--- config.mk ---
export PLATFORM = sky130hd
export DESIGN_NAME = oau_core
export DESIGN_NICKNAME = d
export VERILOG_FILES = /design/src/design/oau_pkg.sv /design/src/design/oau_core.sv /design/src/design/oau_addr_calc.sv
export SDC_FILE = /design/constraint.sdc
export NUM_CORES = 1
export LEC_CHECK = 0
export ABC_AREA = 1
export BUFFER_PORTS_ARGS = -buffer_cell sky130_fd_sc_hd__clkbuf_2
export CAP_MARGIN = 20
export CELL_PAD_IN_SITES_DETAIL_PLACEMENT = 0
export CELL_PAD_IN_SITES_GLOBAL_PLACEMENT = 1
export CORE_ASPECT_RATIO = 1.4
export CORE_MARGIN = 2
export CORE_UTILIZATION = 30
export CTS_CLUSTER_SIZE = 10
export DETAILED_ROUTE_END_ITERATION = 8
export PLACE_DENSITY_LB_ADDON = 0.1
export SLEW_MARGIN = 25
export SYNTH_ARGS = -nofsm -noshare
export SYNTH_HDL_FRONTEND = slang
export SYNTH_SLANG_ARGS = --single-unit
--- constraint.sdc ---
create_clock -name clk_sys_in -period 4.5 [get_ports clk_sys_in]
set_clock_uncertainty 0.1 [all_clocks]
set_input_delay 0.675 -clock clk_sys_in [delete_from_list [all_inputs] [get_ports clk_sys_in]]
set_output_delay 0.675 -clock clk_sys_in [all_outputs]
set_load 0.05 [all_outputs]
--- src/design/oau_pkg.sv ---
// Constants and types for the operand addressing unit
package oau_pkg;
    // Mode field encodings
    localparam logic [1:0] SRC_MODE_REG = 2'h0;
    localparam logic [1:0] SRC_MODE_IDX = 2'h1;
    localparam logic       DST_MODE_REG = 1'h0;
    localparam logic       DST_MODE_IDX = 1'h1;
    // Special base registers
    localparam logic [3:0] REG_PC    = 4'h0;
    localparam logic [3:0] REG_FLAGS = 4'h2;
    // Program counter step per word, and reset values
    localparam logic [15:0] PC_STEP      = 16'h0002;
    localparam logic [15:0] PC_RESET     = 16'h0000;
    localparam logic [15:0] WORD_RESET   = 16'h0000;
    localparam logic [15:0] BYTE_MASK    = 16'h00FF;
    // Flag positions in the four-bit flag output
    localparam int FLAG_C = 0;
    localparam int FLAG_Z = 1;
    localparam int FLAG_N = 2;
    localparam int FLAG_V = 3;

    typedef enum logic [2:0]
    {
        ST_IDLE = 3'b000,
        ST_SRC  = 3'b001,
        ST_DST  = 3'b010,
        ST_EXEC = 3'b011
    } oau_state_t;
endpackage

--- src/design/oau_core.sv ---
// Operand addressing unit: decode, extension fetch, address, byte writes
//
// Contract
// - Decode source and destination mode fields
// - Register and indexed modes for either operand; source 10 and 11 decode as register
// - Register operand accessed as word or byte
// - Byte register write clears upper byte
// - Byte flags come from eight-bit result
// - Indexed address is base plus signed index
// - Indexed base registers stay unchanged
// - One opcode plus one word per extended operand
// - Program counter skips every extension word
// - Symbolic address is counter plus offset
// - Absolute address is extension word alone
// - Absolute is indexed with zero flags base
// - Symbolic base is extension word address
`timescale 1ns/100ps
module oau_core
    import oau_pkg::*;
(
    // Clock and reset
    input  wire logic        clk_sys_in,
    input  wire logic        rst_in,
    // Instruction from decode
    input  wire logic        instr_valid_in,
    input  wire logic [1:0]  source_mode_field_in,
    input  wire logic        dst_mode_in,
    input  wire logic [3:0]  src_reg_in,
    input  wire logic [3:0]  dst_reg_in,
    input  wire logic        byte_op_in,
    input  wire logic [15:0] src_base_val_in,
    input  wire logic [15:0] dst_base_val_in,
    output logic             instr_ready_out,
    // Memory bus for extension words
    output logic             mem_rd_out,
    output logic      [15:0] mem_addr_out,
    input  wire logic        mem_ack_in,
    input  wire logic [15:0] mem_data_in,
    // Operand addresses to execute
    output logic             ops_valid_out,
    output logic      [15:0] src_addr_out,
    output logic      [15:0] dst_addr_out,
    output logic             src_is_reg_out,
    output logic             dst_is_reg_out,
    output logic      [15:0] pc_out,
    // Execute result write-back
    input  wire logic        res_valid_in,
    input  wire logic [15:0] res_in,
    input  wire logic        res_c_in,
    input  wire logic        res_v_in,
    output logic             wr_en_out,
    output logic      [3:0]  wr_reg_out,
    output logic      [15:0] wr_data_out,
    output logic      [3:0]  flags_out
);
    // ========================================================
    // Decode
    // ========================================================
    oau_state_t  state_reg;
    logic [15:0] pc_reg;
    logic        src_ext_reg;
    logic        dst_ext_reg;
    logic [3:0]  src_sel_reg;
    logic [3:0]  dst_sel_reg;
    logic [15:0] src_bval_reg;
    logic [15:0] dst_bval_reg;
    logic        byte_reg;
    logic [15:0] src_addr_reg;
    logic [15:0] dst_addr_reg;
    logic [15:0] eff_addr;
    logic        src_ext;
    logic        dst_ext;
    logic [15:0] res_w;

    // Only the 01/1 encodings need an extension word
    assign src_ext = (source_mode_field_in == SRC_MODE_IDX);
    assign dst_ext = (dst_mode_in == DST_MODE_IDX);

    assign instr_ready_out = (state_reg == ST_IDLE);
    assign mem_rd_out      = (state_reg == ST_SRC) || (state_reg == ST_DST);
    // Extension words sit right after the opcode at the counter
    assign mem_addr_out    = pc_reg;
    assign ops_valid_out   = (state_reg == ST_EXEC);
    assign src_addr_out    = src_addr_reg;
    assign dst_addr_out    = dst_addr_reg;
    assign src_is_reg_out  = !src_ext_reg;
    assign dst_is_reg_out  = !dst_ext_reg;
    assign pc_out          = pc_reg;

    // ========================================================
    // Address generation
    // ========================================================
    oau_addr_calc u_calc
    (
        .base_sel_in  (state_reg == ST_SRC ? src_sel_reg : dst_sel_reg),
        .base_val_in  (state_reg == ST_SRC ? src_bval_reg : dst_bval_reg),
        .ext_addr_in  (pc_reg),
        .ext_word_in  (mem_data_in),
        .eff_addr_out (eff_addr)
    );

    // ========================================================
    // Sequencer
    // ========================================================
    always_ff @(posedge clk_sys_in or posedge rst_in)
    begin
        if (rst_in)
        begin
            state_reg <= ST_IDLE;
        end
        else
        begin
            unique case (state_reg)
                ST_IDLE:
                    if (instr_valid_in)
                    begin
                        // Source word first when both present
                        if (src_ext)
                            state_reg <= ST_SRC;
                        else if (dst_ext)
                            state_reg <= ST_DST;
                        else
                            state_reg <= ST_EXEC;
                    end
                ST_SRC:
                    if (mem_ack_in)
                        state_reg <= dst_ext_reg ? ST_DST : ST_EXEC;
                ST_DST:
                    if (mem_ack_in)
                        state_reg <= ST_EXEC;
                ST_EXEC:
                    if (res_valid_in)
                        state_reg <= ST_IDLE;
                default:
                    state_reg <= ST_IDLE;
            endcase
        end
    end

    // Captured operand descriptors; base values are copied, never written
    // back, so base registers stay as they were
    always_ff @(posedge clk_sys_in or posedge rst_in)
    begin
        if (rst_in)
        begin
            src_ext_reg  <= 1'b0;
            dst_ext_reg  <= 1'b0;
            src_sel_reg  <= 4'h0;
            dst_sel_reg  <= 4'h0;
            src_bval_reg <= WORD_RESET;
            dst_bval_reg <= WORD_RESET;
            byte_reg     <= 1'b0;
        end
        else if (state_reg == ST_IDLE && instr_valid_in)
        begin
            src_ext_reg  <= src_ext;
            dst_ext_reg  <= dst_ext;
            src_sel_reg  <= src_reg_in;
            dst_sel_reg  <= dst_reg_in;
            src_bval_reg <= src_base_val_in;
            dst_bval_reg <= dst_base_val_in;
            byte_reg     <= byte_op_in;
        end
    end

    // Program counter: opcode word on accept, one step per extension
    always_ff @(posedge clk_sys_in or posedge rst_in)
    begin
        if (rst_in)
            pc_reg <= PC_RESET;
        else if (state_reg == ST_IDLE && instr_valid_in)
            pc_reg <= pc_reg + PC_STEP;
        else if (mem_rd_out && mem_ack_in)
            pc_reg <= pc_reg + PC_STEP;
    end

    // Effective addresses
    always_ff @(posedge clk_sys_in or posedge rst_in)
    begin
        if (rst_in)
        begin
            src_addr_reg <= WORD_RESET;
            dst_addr_reg <= WORD_RESET;
        end
        else
        begin
            if (state_reg == ST_SRC && mem_ack_in)
                src_addr_reg <= eff_addr;
            if (state_reg == ST_DST && mem_ack_in)
                dst_addr_reg <= eff_addr;
        end
    end

    // ========================================================
    // Write-back and flags
    // ========================================================
    // Byte result keeps only the low byte, upper byte zero
    assign res_w = byte_reg ? (res_in & BYTE_MASK) : res_in;

    always_ff @(posedge clk_sys_in or posedge rst_in)
    begin
        if (rst_in)
        begin
            wr_en_out   <= 1'b0;
            wr_reg_out  <= 4'h0;
            wr_data_out <= WORD_RESET;
            flags_out   <= 4'h0;
        end
        else
        begin
            wr_en_out <= ops_valid_out && res_valid_in && !dst_ext_reg;
            if (ops_valid_out && res_valid_in)
            begin
                wr_reg_out  <= dst_sel_reg;
                wr_data_out <= res_w;
                flags_out[FLAG_C] <= res_c_in;
                flags_out[FLAG_V] <= res_v_in;
                // Sign and zero from byte width on byte ops
                flags_out[FLAG_N] <= byte_reg ? res_in[7] : res_in[15];
                flags_out[FLAG_Z] <= (res_w == WORD_RESET);
            end
        end
    end

    // ========================================================
    // Assertions
    // ========================================================
    a_byte_upper_zero: assert property (@(posedge clk_sys_in)
        disable iff (rst_in)
        (ops_valid_out && res_valid_in && byte_reg) |=>
            wr_data_out[15:8] == 8'h00)
        else $error("byte write kept upper byte");

    a_byte_neg_flag: assert property (@(posedge clk_sys_in)
        disable iff (rst_in)
        (ops_valid_out && res_valid_in && byte_reg) |=>
            flags_out[FLAG_N] == $past(res_in[7]))
        else $error("byte sign flag not from bit 7");

    a_reg_only_pc: assert property (@(posedge clk_sys_in)
        disable iff (rst_in)
        (instr_ready_out && instr_valid_in && !src_ext && !dst_ext) |=>
            (pc_reg == $past(pc_reg) + PC_STEP) && ops_valid_out)
        else $error("register-only step wrong");

    a_ext_pc_step: assert property (@(posedge clk_sys_in)
        disable iff (rst_in)
        (mem_rd_out && mem_ack_in) |=> pc_reg == $past(pc_reg) + PC_STEP)
        else $error("counter did not skip extension");

    a_src_first: assert property (@(posedge clk_sys_in)
        disable iff (rst_in)
        (instr_ready_out && instr_valid_in && src_ext && dst_ext) |=>
            state_reg == ST_SRC)
        else $error("destination fetched first");

    a_abs_addr: assert property (@(posedge clk_sys_in)
        disable iff (rst_in)
        (state_reg == ST_SRC && mem_ack_in && src_sel_reg == REG_FLAGS) |=>
            src_addr_reg == $past(mem_data_in))
        else $error("absolute address not extension word");

    a_sym_addr: assert property (@(posedge clk_sys_in)
        disable iff (rst_in)
        (state_reg == ST_DST && mem_ack_in && dst_sel_reg == REG_PC) |=>
            dst_addr_reg == $past(pc_reg) + $past(mem_data_in))
        else $error("symbolic address wrong");

    a_idx_addr: assert property (@(posedge clk_sys_in)
        disable iff (rst_in)
        (state_reg == ST_SRC && mem_ack_in && src_sel_reg != REG_PC &&
         src_sel_reg != REG_FLAGS) |=>
            src_addr_reg == $past(src_bval_reg) + $past(mem_data_in))
        else $error("indexed address wrong");

    a_no_ext_write: assert property (@(posedge clk_sys_in)
        disable iff (rst_in)
        (ops_valid_out && res_valid_in && dst_ext_reg) |=> !wr_en_out)
        else $error("register written on memory destination");

    c_two_ext: cover property (@(posedge clk_sys_in) disable iff (rst_in)
        state_reg == ST_SRC ##[1:20] state_reg == ST_DST);
    c_byte_wr: cover property (@(posedge clk_sys_in) disable iff (rst_in)
        wr_en_out && byte_reg);
    c_abs: cover property (@(posedge clk_sys_in) disable iff (rst_in)
        state_reg == ST_DST && dst_sel_reg == REG_FLAGS && mem_ack_in);
endmodule

--- src/design/oau_addr_calc.sv ---
// Effective address adder for indexed, symbolic and absolute forms
`timescale 1ns/100ps
module oau_addr_calc
    import oau_pkg::*;
(
    // Base selection
    input  wire logic [3:0]  base_sel_in,
    input  wire logic [15:0] base_val_in,
    input  wire logic [15:0] ext_addr_in,
    // Extension word
    input  wire logic [15:0] ext_word_in,
    // Result
    output logic      [15:0] eff_addr_out
);
    logic [15:0] base;

    always_comb
    begin
        // Symbolic base is the address of the extension word itself
        if (base_sel_in == REG_PC)
            base = ext_addr_in;
        // Flags register as base adds zero, giving absolute
        else if (base_sel_in == REG_FLAGS)
            base = WORD_RESET;
        else
            base = base_val_in;
    end

    // Index word is signed; 16-bit wrap gives two's-complement add
    assign eff_addr_out = base + ext_word_in;
endmodule

# Yosys cells after proc, flatten, opt, wreduce, memory -nomap -nowiden
# Cells that the tools add are included.
# Widths: inputs -> output; s select.
[word_totals]
regBits = 119
latchBits = 0
ramBits = 0
mem_bits_ro = 0
inputBits = 83
out_inout_bits = 94
word_cells = 56
n_memories = 0
[op_classes]
add_sub_neg = 2
n_mul = 0
div_mod_pow = 0
magnitude_cmp = 0
n_eq_ne = 9
shift = 0
n_mux = 16
n_bitwise = 0
n_reduce_logical = 14
[ops]
columns = ["op", "n"]
rows = [
  ["$mux 16", 6],
  ["$add 16x16->16", 1],
  ["$add 16x2->16 const B", 1],
  ["$logic_not 16->1", 1],
  ["$mux 3", 4],
  ["$pmux 3 s4", 1],
  ["$eq 3x2->1 const B", 2],
  ["$logic_and 1x1->1", 6],
  ["$ne 2x2->1 const B", 3],
  ["$eq 4x2->1 const B", 1],
  ["$logic_not 4->1", 1],
  ["$mux 4", 1],
  ["$reduce_and 4->1", 1],
  ["$eq 3x1->1 const B", 1],
  ["$logic_not 3->1", 1],
  ["$mux 1", 3],
  ["$eq 2x1->1 const B", 1],
  ["$logic_not 1->1", 2],
  ["$mux 2", 1],
  ["$ne 2x1->1 const B", 1],
  ["$reduce_bool 2->1", 1],
  ["$logic_or 1x1->1", 1],
]

# Depth between registers and ports, before layout
# Gate-level depths: netlist of run 1.
[logic_depth]
depth_word = 6
depth_mapped = 20
depth_no_buf = 19

# Modules after synthesis
# From an unflattened synthesis of run 1, not the netlist that was laid out.
[unflattened]
hier_cells = 804
hier_area_um2 = 6279.8
[by_module_without_submodules]
columns = ["module", "instances", "cells_per_inst", "area_each_um2", "seq_area_each_um2"]
rows = [
  ["oau_core", 1, 599, 5124.9, 2927.8],
  ["oau_addr_calc", 1, 205, 1154.9, 0.0],
]

# Least setup slack after synthesis of run 1
# No wires, ideal clock.
[synth_path]
kind = "register -> register"
startpoint = "register state_reg[1]"
endpoint = "register dst_addr_reg[14] (netlist: dst_addr_out[14])"
setup_ps = 119
arrival_ps = 2532
required_ps = 4281
path_slack_ps = 1749
path_stages_with_launch = 19
n_path_buf = 1
period_less_slack_ps = 2751
path_cell_list = "dfrtp_1 > inv_1 > ha_1 > inv_1 > nor2_1 > nand2_1 > nand2_1 > clkbuf_1 > a21oi_1 > ha_1 > fa_1 > nand3_1 > nand2_1 > nand3_1 > nand2_1 > nand2_1 > nand3_1 > nand3_1 > nand2_1"
[synth_via]
elab_chain_len = 6
elab_cells_between_ends = 10
classes_between = "add/sub: 1; eq/ne: 3; mux: 4; reduce/logical: 2"
[synth_rtl]
columns = ["element", "line_no", "rtl"]
rows = [
  ["from (decl)", "oau_core.sv:59", "oau_state_t state_reg;"],
  ["from (signal assigned)", "oau_core.sv:127", "state_reg <= dst_ext_reg ? ST_DST : ST_EXEC;"],
  ["$eq 3x1->1", "oau_core.sv:95, oau_core.sv:96", ""],
  ["$mux 4", "oau_core.sv:95", ".base_sel_in (state_reg == ST_SRC ? src_sel_reg : dst_sel_reg),"],
  ["$eq 4x2->1", "oau_addr_calc.sv:23", "else if (base_sel_in == REG_FLAGS)"],
  ["$mux 16", "oau_addr_calc.sv:23", ""],
  ["$mux 16", "oau_addr_calc.sv:20", "if (base_sel_in == REG_PC)"],
  ["$add 16x16->16", "oau_addr_calc.sv:30", "assign eff_addr_out = base + ext_word_in;"],
  ["to (signal assigned)", "oau_core.sv:190", "dst_addr_reg <= eff_addr;"],
  ["to (decl)", "oau_core.sv:69", "logic [15:0] dst_addr_reg;"],
]
# Parallel ways exist; a longest one is shown, timed or not.
# A chain may end at the register's enable or synchronous reset.

# Final worst setup path of run 1
# Same ends and word-level chain as after synthesis.

==> reports/results.tsv, run 1 <==
metric	value	unit
drt initial violations	232	
worst path cell trace	inv_1, ha_1, buf_4, nand2_1, o21ai_1, nand2_1, o32ai_1, ha_1, a21oi_1, o21ai_0, a21oi_1, nand3_1, nand3_1, nand2_1	
Final HPWL DP	13.5	mm
clock-pin slew on the worst setup and hold paths	50	ps
Syn Inst Count	763	
Mean Syn Cell Area	7.89	um^2
I/O Pins	177	
RePlAce Congestion	0.879	
vias	5220	
drt drc	0	
Setup crit end	dst_addr_out[14]$_DFFE_PP0P_	
Root Driver	clkbuf_16	
DR WL/cell	14.7	um
number of global-route vias before repair	5352	
post-synthesis sequential area ratio	0.486	
Hold WC Path Type	input port to async pin	
status	finished, final reports clean	
CP Data Arrival Time	3640	ps
number of post-CTS setup repair buffers	0	
Synth Register Bits	117	
Final nets	1028	
crit-path leading delay family	compound AO/OA/AOI/OAI gates	
Synth Warn #	0	
largest cells by area after synthesis	dfrtp_1 (49%), nand2_1 (20%), ha_1 (4.2%)	
Slew @ Worst Pin	826	ps
TritonRoute pass-1 iters	4	
initial core utilization	0.305	
first-pass GRT wire length	28.1	mm
layout cells sized above 1	0.240	
Layout fillers	2150	
Buf/Inv on CP	2	
# clock sinks	117	
Cell variety after synth	36	
capturing element type of the critical path	register	
Die W	124	um
Startpoint Class	register	
reg2reg end	dst_addr_out[14]$_DFFE_PP0P_	
Pwr per Cell Area	919	nW/um^2
CP max stage delay	390	ps
via/cell ratio	4.39	
fin. max-slew vios	0	
fin crit period	3440	ps
area post-placement	7060	um^2
Leak Pwr	0.00429	uW
Die ar.	21200	um^2
WL final	17.5	mm
clock latency on the worst-skew pair	410	ps
initial antenna violation count	0	
worst-case reg-to-reg path depth	14	
post-route design area	7610	um^2
Slowest cell on crit path	dfrtp_1	
Core Footprint	19800	um^2
Peak Freq	291	MHz
R2R Setup Slk	1060	ps
Crit path depth	14	
gr usage total	0.175	
area leader, netlist	dfrtp_1	
Tcrit/Tclk final	0.765	
largest net degree at the start of global routing	67	
Die H	172	um
critical path peak fanout	19	
final setup fails	0	
Worst slew margin	0.447	
CP Launch Point	state_reg[1]$_DFFE_PP0P_	
Max Buffers Root-to-Sink	2	
Synth-to-Final Area Change	26.4	%
CTS tree	built	
RSZ-0062 raised after global routing	no	
RR Startpoint	state_reg[1]$_DFFE_PP0P_	
# diodes	0	
critical path required time	4700	ps
Hold Vio Cnt, Final	0	
max_cap viols	0	
site row count	61	
Synth top area share	0.486	
number of I/O port buffers	174	
WS Path Type	register to register	
fin util	0.385	
most frequent CP cell	nand2_1	
grt ovf	0	
post-route setup TNS	0	ps
post-route ant nets	0	
CTS buffer count	17	
Fin Hold WS	246	ps
maximum VDD drop	0.000305	V
number of gates resized after CTS	0	
Post-Syn Area	6020	um^2
cts hold-fix bufs	0	
htree depth	4	
## through the flow
stage | setup slack, ps | total power [uW] | instances
floorplan | 624 | 4800 | 764
global placement | 1040 | 5810 | 1157
detailed placement | 1010 | 5810 | 1157
CTS | 982 | 7110 | 1188
global route | 508 | 7630 | 1188
finish | 1060 | 6990 | 1188
## kinds of logic (layout without fill, tap and decap cells)
logic type | after synthesis | in the layout | synth area share
AND/OR/NAND/NOR | 430 | 430 | 0.293
flip-flops | 117 | 117 | 0.486
buffers and inverters | 104 | 276 | 0.0765
AO/OA/AOI/OAI | 66 | 66 | 0.0630
adder cells (fa/ha/maj) | 21 | 21 | 0.0449
XOR/XNOR | 19 | 19 | 0.0276
multiplexers | 5 | 5 | 0.00831
other | 1 | 2 | 0.000623
## final cells by class
class / count / area [um^2] / area share
Clock buffer: 19 / 443 / 0.0582
Tap cell: 252 / 315 / 0.0414
Sequential cell: 117 / 2930 / 0.385
Clock inverter: 12 / 108 / 0.0141
Inverter: 63 / 239 / 0.0314
Timing Repair Buffer: 182 / 943 / 0.124
Multi-Input combinational cell: 543 / 2640 / 0.346
## worst min-delay path by stage
stage	endpoint	slack (ps)	cells after the start
2_1_floorplan	wr_en_out$_DFF_PP0_	330	1
3_3_place_gp	wr_en_out$_DFF_PP0_	350	1
3_5_place_dp	src_bval_reg[12]$_DFFE_PP0P_	360	2
4_1_cts	dst_addr_out[14]$_DFFE_PP0P_	270	2
5_1_grt	dst_addr_out[9]$_DFFE_PP0P_	290	2
6_report	dst_addr_out[13]$_DFFE_PP0P_	250	2
## Yosys cell counts (all sizes together)
cell type  number
o21ai          35
nand3b          3
ha             20
o32ai           8
o211a           1
nand2         323
inv            61
o31ai           1
o22ai           1
conb            1
and3            1
fa              1
and2            1
buf            24
clkbuf         17
o21bai          3
dfrtp         117
nand4           5
xnor2           6
nor2           47
nor4            2
o21a            1
xor2           13
nor3            6
clkinv          2
mux2i           5
nand3          42
a21oi          16
## power by group
part	internal (uW)	leakage, uW	switching (uW)	total [uW]
Combinational	1080	0.00256	2840	3920
Clock	769	0.000265	485	1250
Sequential	1510	0.00146	312	1820
## layout by cell type, fill, tap and decap left out, drive strengths merged, types with 9 or more instances in the layout
cell	instances
clkbuf	193
a21oi	16
xor2	13
o21ai	35
dfrtp	117
ha	20
nor2	47
nand3	42
nand2	323
clkinv	9
inv	62
## layer usage
layer / track usage / vias to the layer above / share of wire
li1: - / 2711 / -
met1: 0.224 / 2360 / 0.44
met2: 0.276 / 131 / 0.49
met3: 0.0411 / 18 / 0.044
met4: 0.0795 / 0 / 0.024
met5: 0 / - / 0
No activity file was read; power rests on OpenSTA's default activity.
==> inputs of run 2 (changes only) <==
clock period = 3.58 ns   (was 4.5 ns; I/O delays follow)
==> run 2 against run 1 <==
Effect of this change:
- hold slack got worse by 190 ps
- count of clock-buffer cells in the layout rose by 5
- critical path depth is 1 higher
- total power is 31% higher
- via count about the same
- non-clock buffer count up 3
- die area is the same
- clock power up 56%
- utilization grew 0.75 points
- register-to-register slack worse by 700 ps
- critical endpoint unchanged
- largest cell class unchanged
- largest power group unchanged
==> reports/results.tsv, run 2 (same netlist as run 1, synthesis figures left out) <==
metric	value	unit	change
status	finished, final reports clean		
Layout fillers	2149		-0.047%
commonest cells after routing, fill and taps aside	nand2_1 (317), clkbuf_2 (174), dfrtp_1 (117)		
gr usage total	0.175		about the same
# clock sinks	117		unchanged
TritonRoute pass-1 iters	4		unchanged
Max Buffers Root-to-Sink	2		unchanged
Worst slew margin	0.570		+0.122
fin crit period	3220	ps	-222 ps
post-route setup TNS	0	ps	unchanged
RR Startpoint	state_reg[1]$_DFFE_PP0P_		
WS Path Type	register to register		
# diodes	0		unchanged
htree depth	4		unchanged
Slew @ Worst Pin	645	ps	-181 ps
RePlAce Congestion	0.820		-6.7%
Die H	172	um	unchanged
drt initial violations	240		+3.4%
vias	5225		+0.096%
initial core utilization	0.305		unchanged
post-route ant nets	0		unchanged
cts hold-fix bufs	0		unchanged
largest net degree at the start of global routing	54		-19%
RSZ-0062 raised after global routing	no		
reg2reg end	dst_addr_out[14]$_DFFE_PP0P_		
Hold WC Path Type	input port to async pin		
Die ar.	21200	um^2	unchanged
CTS tree	built		
Pwr per Cell Area	1180	nW/um^2	+29%
final worst setup slack	361	ps	-698 ps
capturing element type of the critical path	register		
Hold Vio Cnt, Final	0		unchanged
number of post-CTS setup repair buffers	0		unchanged
first-pass GRT wire length	28.0	mm	-0.30%
pre-CTS setup slack	359	ps	-648 ps
layout cells sized above 1	0.240		about the same
site row count	61		unchanged
Root Driver	clkbuf_16		
R2R Setup Slk	360	ps	-700 ps
commonest non-fill, non-tap cell in the layout	nand2_1		
CTS buffer count	17		unchanged
DP Cell Count	1160		+0.26%
I/O Pins	177		unchanged
DR WL/cell	14.5	um	-1.5%
WL final	17.3	mm	-1.2%
Final Non-Filler Cells	1192		+0.34%
Final HPWL DP	13.4	mm	-1.0%
Synth-to-Final Area Change	28.9	%	
Peak Freq	311	MHz	+6.9%
Tcrit/Tclk final	0.899		+0.134
maximum VDD drop	0.000415	V	+36%
Final nets	1031		+0.29%
grt ovf	0		unchanged
Core Footprint	19800	um^2	unchanged
worst-case reg-to-reg path depth	15		+1
critical path required time	3780	ps	-920 ps
critical path peak fanout	9		-10
max_cap viols	0		unchanged
fin. max-slew vios	0		unchanged
initial antenna violation count	0		unchanged
via/cell ratio	4.38		-0.24%
drt drc	0		unchanged
number of global-route vias before repair	5368		+0.30%
Fin Hold WS	55.8	ps	-190 ps
Leak Pwr	0.00436	uW	+1.7%
CP Data Arrival Time	3410	ps	-230 ps
clock latency on the worst-skew pair	420	ps	about the same
Startpoint Class	register		
number of I/O port buffers	174		unchanged
number of gates resized after CTS	0		unchanged
final setup fails	0		unchanged
Die W	124	um	unchanged
clock-pin slew on the worst setup and hold paths	60	ps	about the same
==> run 2: cell count changes in the layout (fill, tap and decap cells not counted), sizes merged <==
cell      change
buf           +3
bufinv        +5
clkbuf        +5
clkinv        -5
clkinvlp      -2
inv           -2
==> run 2: area by class of cell <==
class | instances | area [um^2] | share of cell area
tap | 252 | 315 | 0.0406
timing repair buffer | 185 | 966 | 0.124
clock buffer | 24 | 482 | 0.0621
sequential | 117 | 2930 | 0.377
inverter | 63 | 240 | 0.0310
clock inverter | 8 | 194 | 0.0250
multi-input combinational | 543 | 2640 | 0.340
==> run 2: worst max-delay path by stage <==
| stage | startpoint | to | slack [ps] | cells past startpoint |
|---|---|---|---|---|
| finish | state_reg[1]$_DFFE_PP0P_ | dst_addr_out[14]$_DFFE_PP0P_ | 360 | 15 |
| CTS | state_reg[1]$_DFFE_PP0P_ | dst_addr_out[14]$_DFFE_PP0P_ | 330 | 15 |
| global placement | state_reg[1]$_DFFE_PP0P_ | dst_addr_out[14]$_DFFE_PP0P_ | 400 | 14 |
| detailed placement | state_reg[1]$_DFFE_PP0P_ | dst_addr_out[14]$_DFFE_PP0P_ | 360 | 15 |
| global route | state_reg[1]$_DFFE_PP0P_ | dst_addr_out[14]$_DFFE_PP0P_ | 50 | 15 |
| floorplan | state_reg[1]$_DFFE_PP0P_ | dst_addr_out[14]$_DFFE_PP0P_ | 830 | 18 |
==> run 2: power by group <==
group | internal, uW | switching, uW | total [uW]
clock network | 1360 | 587 | 1950
logic | 1370 | 3560 | 4930
registers | 1900 | 391 | 2290
total | 4630 | 4540 | 9170
==> run 2: metrics by stage <==
step                area [um^2]  total power [uW]   util
floorplan                  6030              6040      -
global placement           7080              7310  0.358
detailed placement         7080              7310  0.358
CTS                        7760              9310  0.393
global route               7760              9940  0.393
finish                     7760              9170  0.393
==> run 2: routing by layer <==
layer	global-route usage	vias up	wire length, um
met5	0	-	0
met4	0.0657	0	325
met3	0.0338	20	813
met2	0.287	127	8390
met1	0.225	2350	7760
li1	-	2728	-
==> run 2: worst max-delay path: stages, from the launching register on <==
cell,delay (ps)
dfrtp_1,390
inv_1,100
ha_1,350
inv_1,100
nor2_1,90
nand2_1,70
nand2_1,140
nand2_1,220
o32ai_1,220
ha_1,350
a21oi_1,310
o21ai_0,180
a21oi_1,210
nand3_1,120
nand3_1,100
nand2_1,60
==> inputs of run 3 (changes only) <==
ABC_AREA = 0   (was 1)
==> run 3 against run 2 <==
Effect of this change:
- synthesized cell count decreased by 35%
- synthesized area down 4.0%
- setup slack got worse by 170 ps
- non-clock buffer count increased by 1
- hold slack improved by 120 ps
- fmax shrank 5.1%
- first-iteration DRC count decreased by 65%
- die area is 3.9% lower
- utilization up 0.50 points
- register-to-register slack worse by 170 ps
- sequential cell count is the same
- critical path type unchanged
- highest routed layer unchanged
==> reports/results.tsv, run 3 <==
metric	value	unit	change
status	finished, final reports clean		
Synth top area share	0.506		+0.0201
Synth Warn #	0		unchanged
post-route design area	7580	um^2	-2.3%
number of I/O port buffers	174		unchanged
number of synthesized flops with an enable pin	0		unchanged
Die W	121	um	-1.9%
first-pass GRT wire length	24.8	mm	-11%
capturing element type of the critical path	register		
fin. max-slew vios	0		unchanged
clock-pin slew on the worst setup and hold paths	50	ps	about the same
number of global-route vias before repair	4598		-14%
Fin Hold WS	179	ps	+123 ps
Die H	168	um	-2.0%
ys flop type	dfrtp_1		
Mean Syn Cell Area	11.6	um^2	+47%
htree depth	4		unchanged
Slew @ Worst Pin	905	ps	+260 ps
Root Driver	clkbuf_16		
Die ar.	20400	um^2	-3.9%
cts hold-fix bufs	0		unchanged
WL final	15.8	mm	-8.7%
post-synthesis sequential area ratio	0.506		+0.0201
I/O Pins	177		unchanged
drt drc	0		unchanged
largest cells by area after synthesis	dfrtp_1 (51%), mux2_2 (15%), ha_1 (4.3%)		
layout cells sized above 1	0.453		+0.213
Worst slew margin	0.395		-0.174
Max Buffers Root-to-Sink	2		unchanged
critical path peak fanout	22		+13
Peak Freq	295	MHz	-5.1%
vias	4358		-17%
synth cell count leaders	dfrtp_1 (117), mux2_2 (77), nand2_1 (46)		
Final HPWL DP	12.2	mm	-8.8%
CTS buffer count	17		unchanged
commonest non-fill, non-tap cell in the layout	clkbuf_2		
max_cap viols	0		unchanged
WS Path Type	register to register		
RePlAce Congestion	0.884		+7.8%
Syn Inst Count	499		-35%
Layout fillers	1930		-10%
Synth Register Bits	117		unchanged
Hold WC Path Type	input port to async pin		
post-route ant nets	0		unchanged
# clock sinks	117		unchanged
initial antenna violation count	0		unchanged
drt initial violations	85		-65%
Core Footprint	19100	um^2	-3.5%
Hold Vio Cnt, Final	0		unchanged
CP Data Arrival Time	3560	ps	+150 ps
largest net degree at the start of global routing	64		+19%
Post-Syn Area	5780	um^2	-4.0%
gr usage total	0.160		-0.0148
area leader, netlist	dfrtp_1		
site row count	60		-1.6%
async set-reset flop share out of synthesis	1.00		unchanged
Cell variety after synth	46		+28%
clock latency on the worst-skew pair	410	ps	about the same
post-route setup TNS	0	ps	unchanged
fin util	0.398		+0.00502
fin crit period	3390	ps	+172 ps
Tcrit/Tclk final	0.947		+0.0481
Final nets	774		-25%
area post-placement	6860	um^2	-3.1%
Synth-to-Final Area Change	31.1	%	
# diodes	0		unchanged
most common cell in the netlist	dfrtp_1		
CTS tree	built		
grt ovf	0		unchanged
critical path required time	3740	ps	-40 ps
final setup fails	0		unchanged
RSZ-0062 raised after global routing	no		
DR WL/cell	17.0	um	+17%
TritonRoute pass-1 iters	4		unchanged
commonest cells after routing, fill and taps aside	clkbuf_2 (174), dfrtp_1 (117), mux2_2 (77)		
via/cell ratio	4.69		+6.9%
initial core utilization	0.303		-0.00136
Startpoint Class	register		
## run 3: changes by cell type after synthesis, moves of 4 or more
cell	change
o32ai_1	-8
xnor2_1	+13
o21ai_0	-4
nand2_2	-5
nand2_1	-271
nor2_1	-30
nand2b_1	+10
o21ai_1	+9
clkbuf_1	-4
mux2_2	+77
nor3_1	-4
mux2i_1	+12
nand3_1	-22
inv_1	-48
## run 3: worst paths after layout
check / slack (ps) / cells after the start / from / endpoint
max reg2reg: 190 / 14 / state_reg[1]$_DFFE_PP0P_ / dst_addr_out[15]$_DFFE_PP0P_
max in group asynchronous: 2400 / 3 / rst_in / dst_addr_out[11]$_DFFE_PP0P_
min: 180 / 2 / rst_in / wr_data_out[10]$_DFFE_PP0P_
min reg2reg: 350 / 1 / dst_ext_reg$_DFFE_PP0P_ / wr_en_out$_DFF_PP0_
max: 190 / 14 / state_reg[1]$_DFFE_PP0P_ / dst_addr_out[15]$_DFFE_PP0P_
min in group clk_sys_in: 250 / 2 / src_reg_in[2] / src_sel_reg[2]$_DFFE_PP0P_
## run 3: stage by stage
| step | instances | setup slack, ps |
|---|---|---|
| CTS | 927 | 30.7 |
| finish | 930 | 189 |
| floorplan | 500 | 257 |
| global route | 930 | 13.3 |
| global placement | 896 | 146 |
| detailed placement | 896 | 44.6 |
## run 3: what timing repair did
action                                  4_1_cts  5_1_grt
endpoints found under the setup margin        0       15
buffers inserted                              0        2
resized for setup                             0       10
## run 3: metal layers
metal | wire length, um | vias to the layer above | global-route usage
li1 | - | 2086 | -
met4 | 302 | 0 | 0.0595
met1 | 6290 | 2117 | 0.178
met5 | 0 | - | 0
met2 | 8330 | 131 | 0.283
met3 | 880 | 24 | 0.0488
## run 3: area by class of cell
class                           instances  area, um^2  share of cell area
Sequential cell                       117        2930               0.386
Multi-Input combinational cell        335        2660               0.351
Timing Repair Buffer                  186        1000               0.132
Clock buffer                           22         454              0.0599
Tap cell                              248         310              0.0409
Clock inverter                          9         176              0.0233
Inverter                               13        52.6             0.00693
## run 3: cell families (layout without fill, tap and decap cells)
| family | count (synthesis) | count (layout) | share of synthesized area |
|---|---|---|---|
| buffers and inverters | 49 | 230 | 0.0444 |
| adder cells (fa/ha/maj) | 21 | 21 | 0.0468 |
| other | 1 | 2 | 0.000649 |
| flip-flops | 117 | 117 | 0.506 |
| XOR/XNOR | 29 | 29 | 0.0439 |
| AND/OR/NAND/NOR | 104 | 104 | 0.0829 |
| AO/OA/AOI/OAI | 81 | 82 | 0.0892 |
| multiplexers | 97 | 97 | 0.186 |
## run 3: critical path, stage by stage (launching register included)
cell and delay (ps):
dfrtp_1 410, inv_1 90, ha_2 230, buf_12 200
mux2i_2 240, buf_6 200, nand3_1 80, o21ai_0 100
ha_1 330, a21oi_2 220, o21ai_1 160, a2111oi_1 410
a22oi_1 150, xnor2_1 230, o21ai_1 80
Power of run 3 is not shown: default switching activity piles up to over one toggle a cycle in this logic, so the estimate is an artifact.
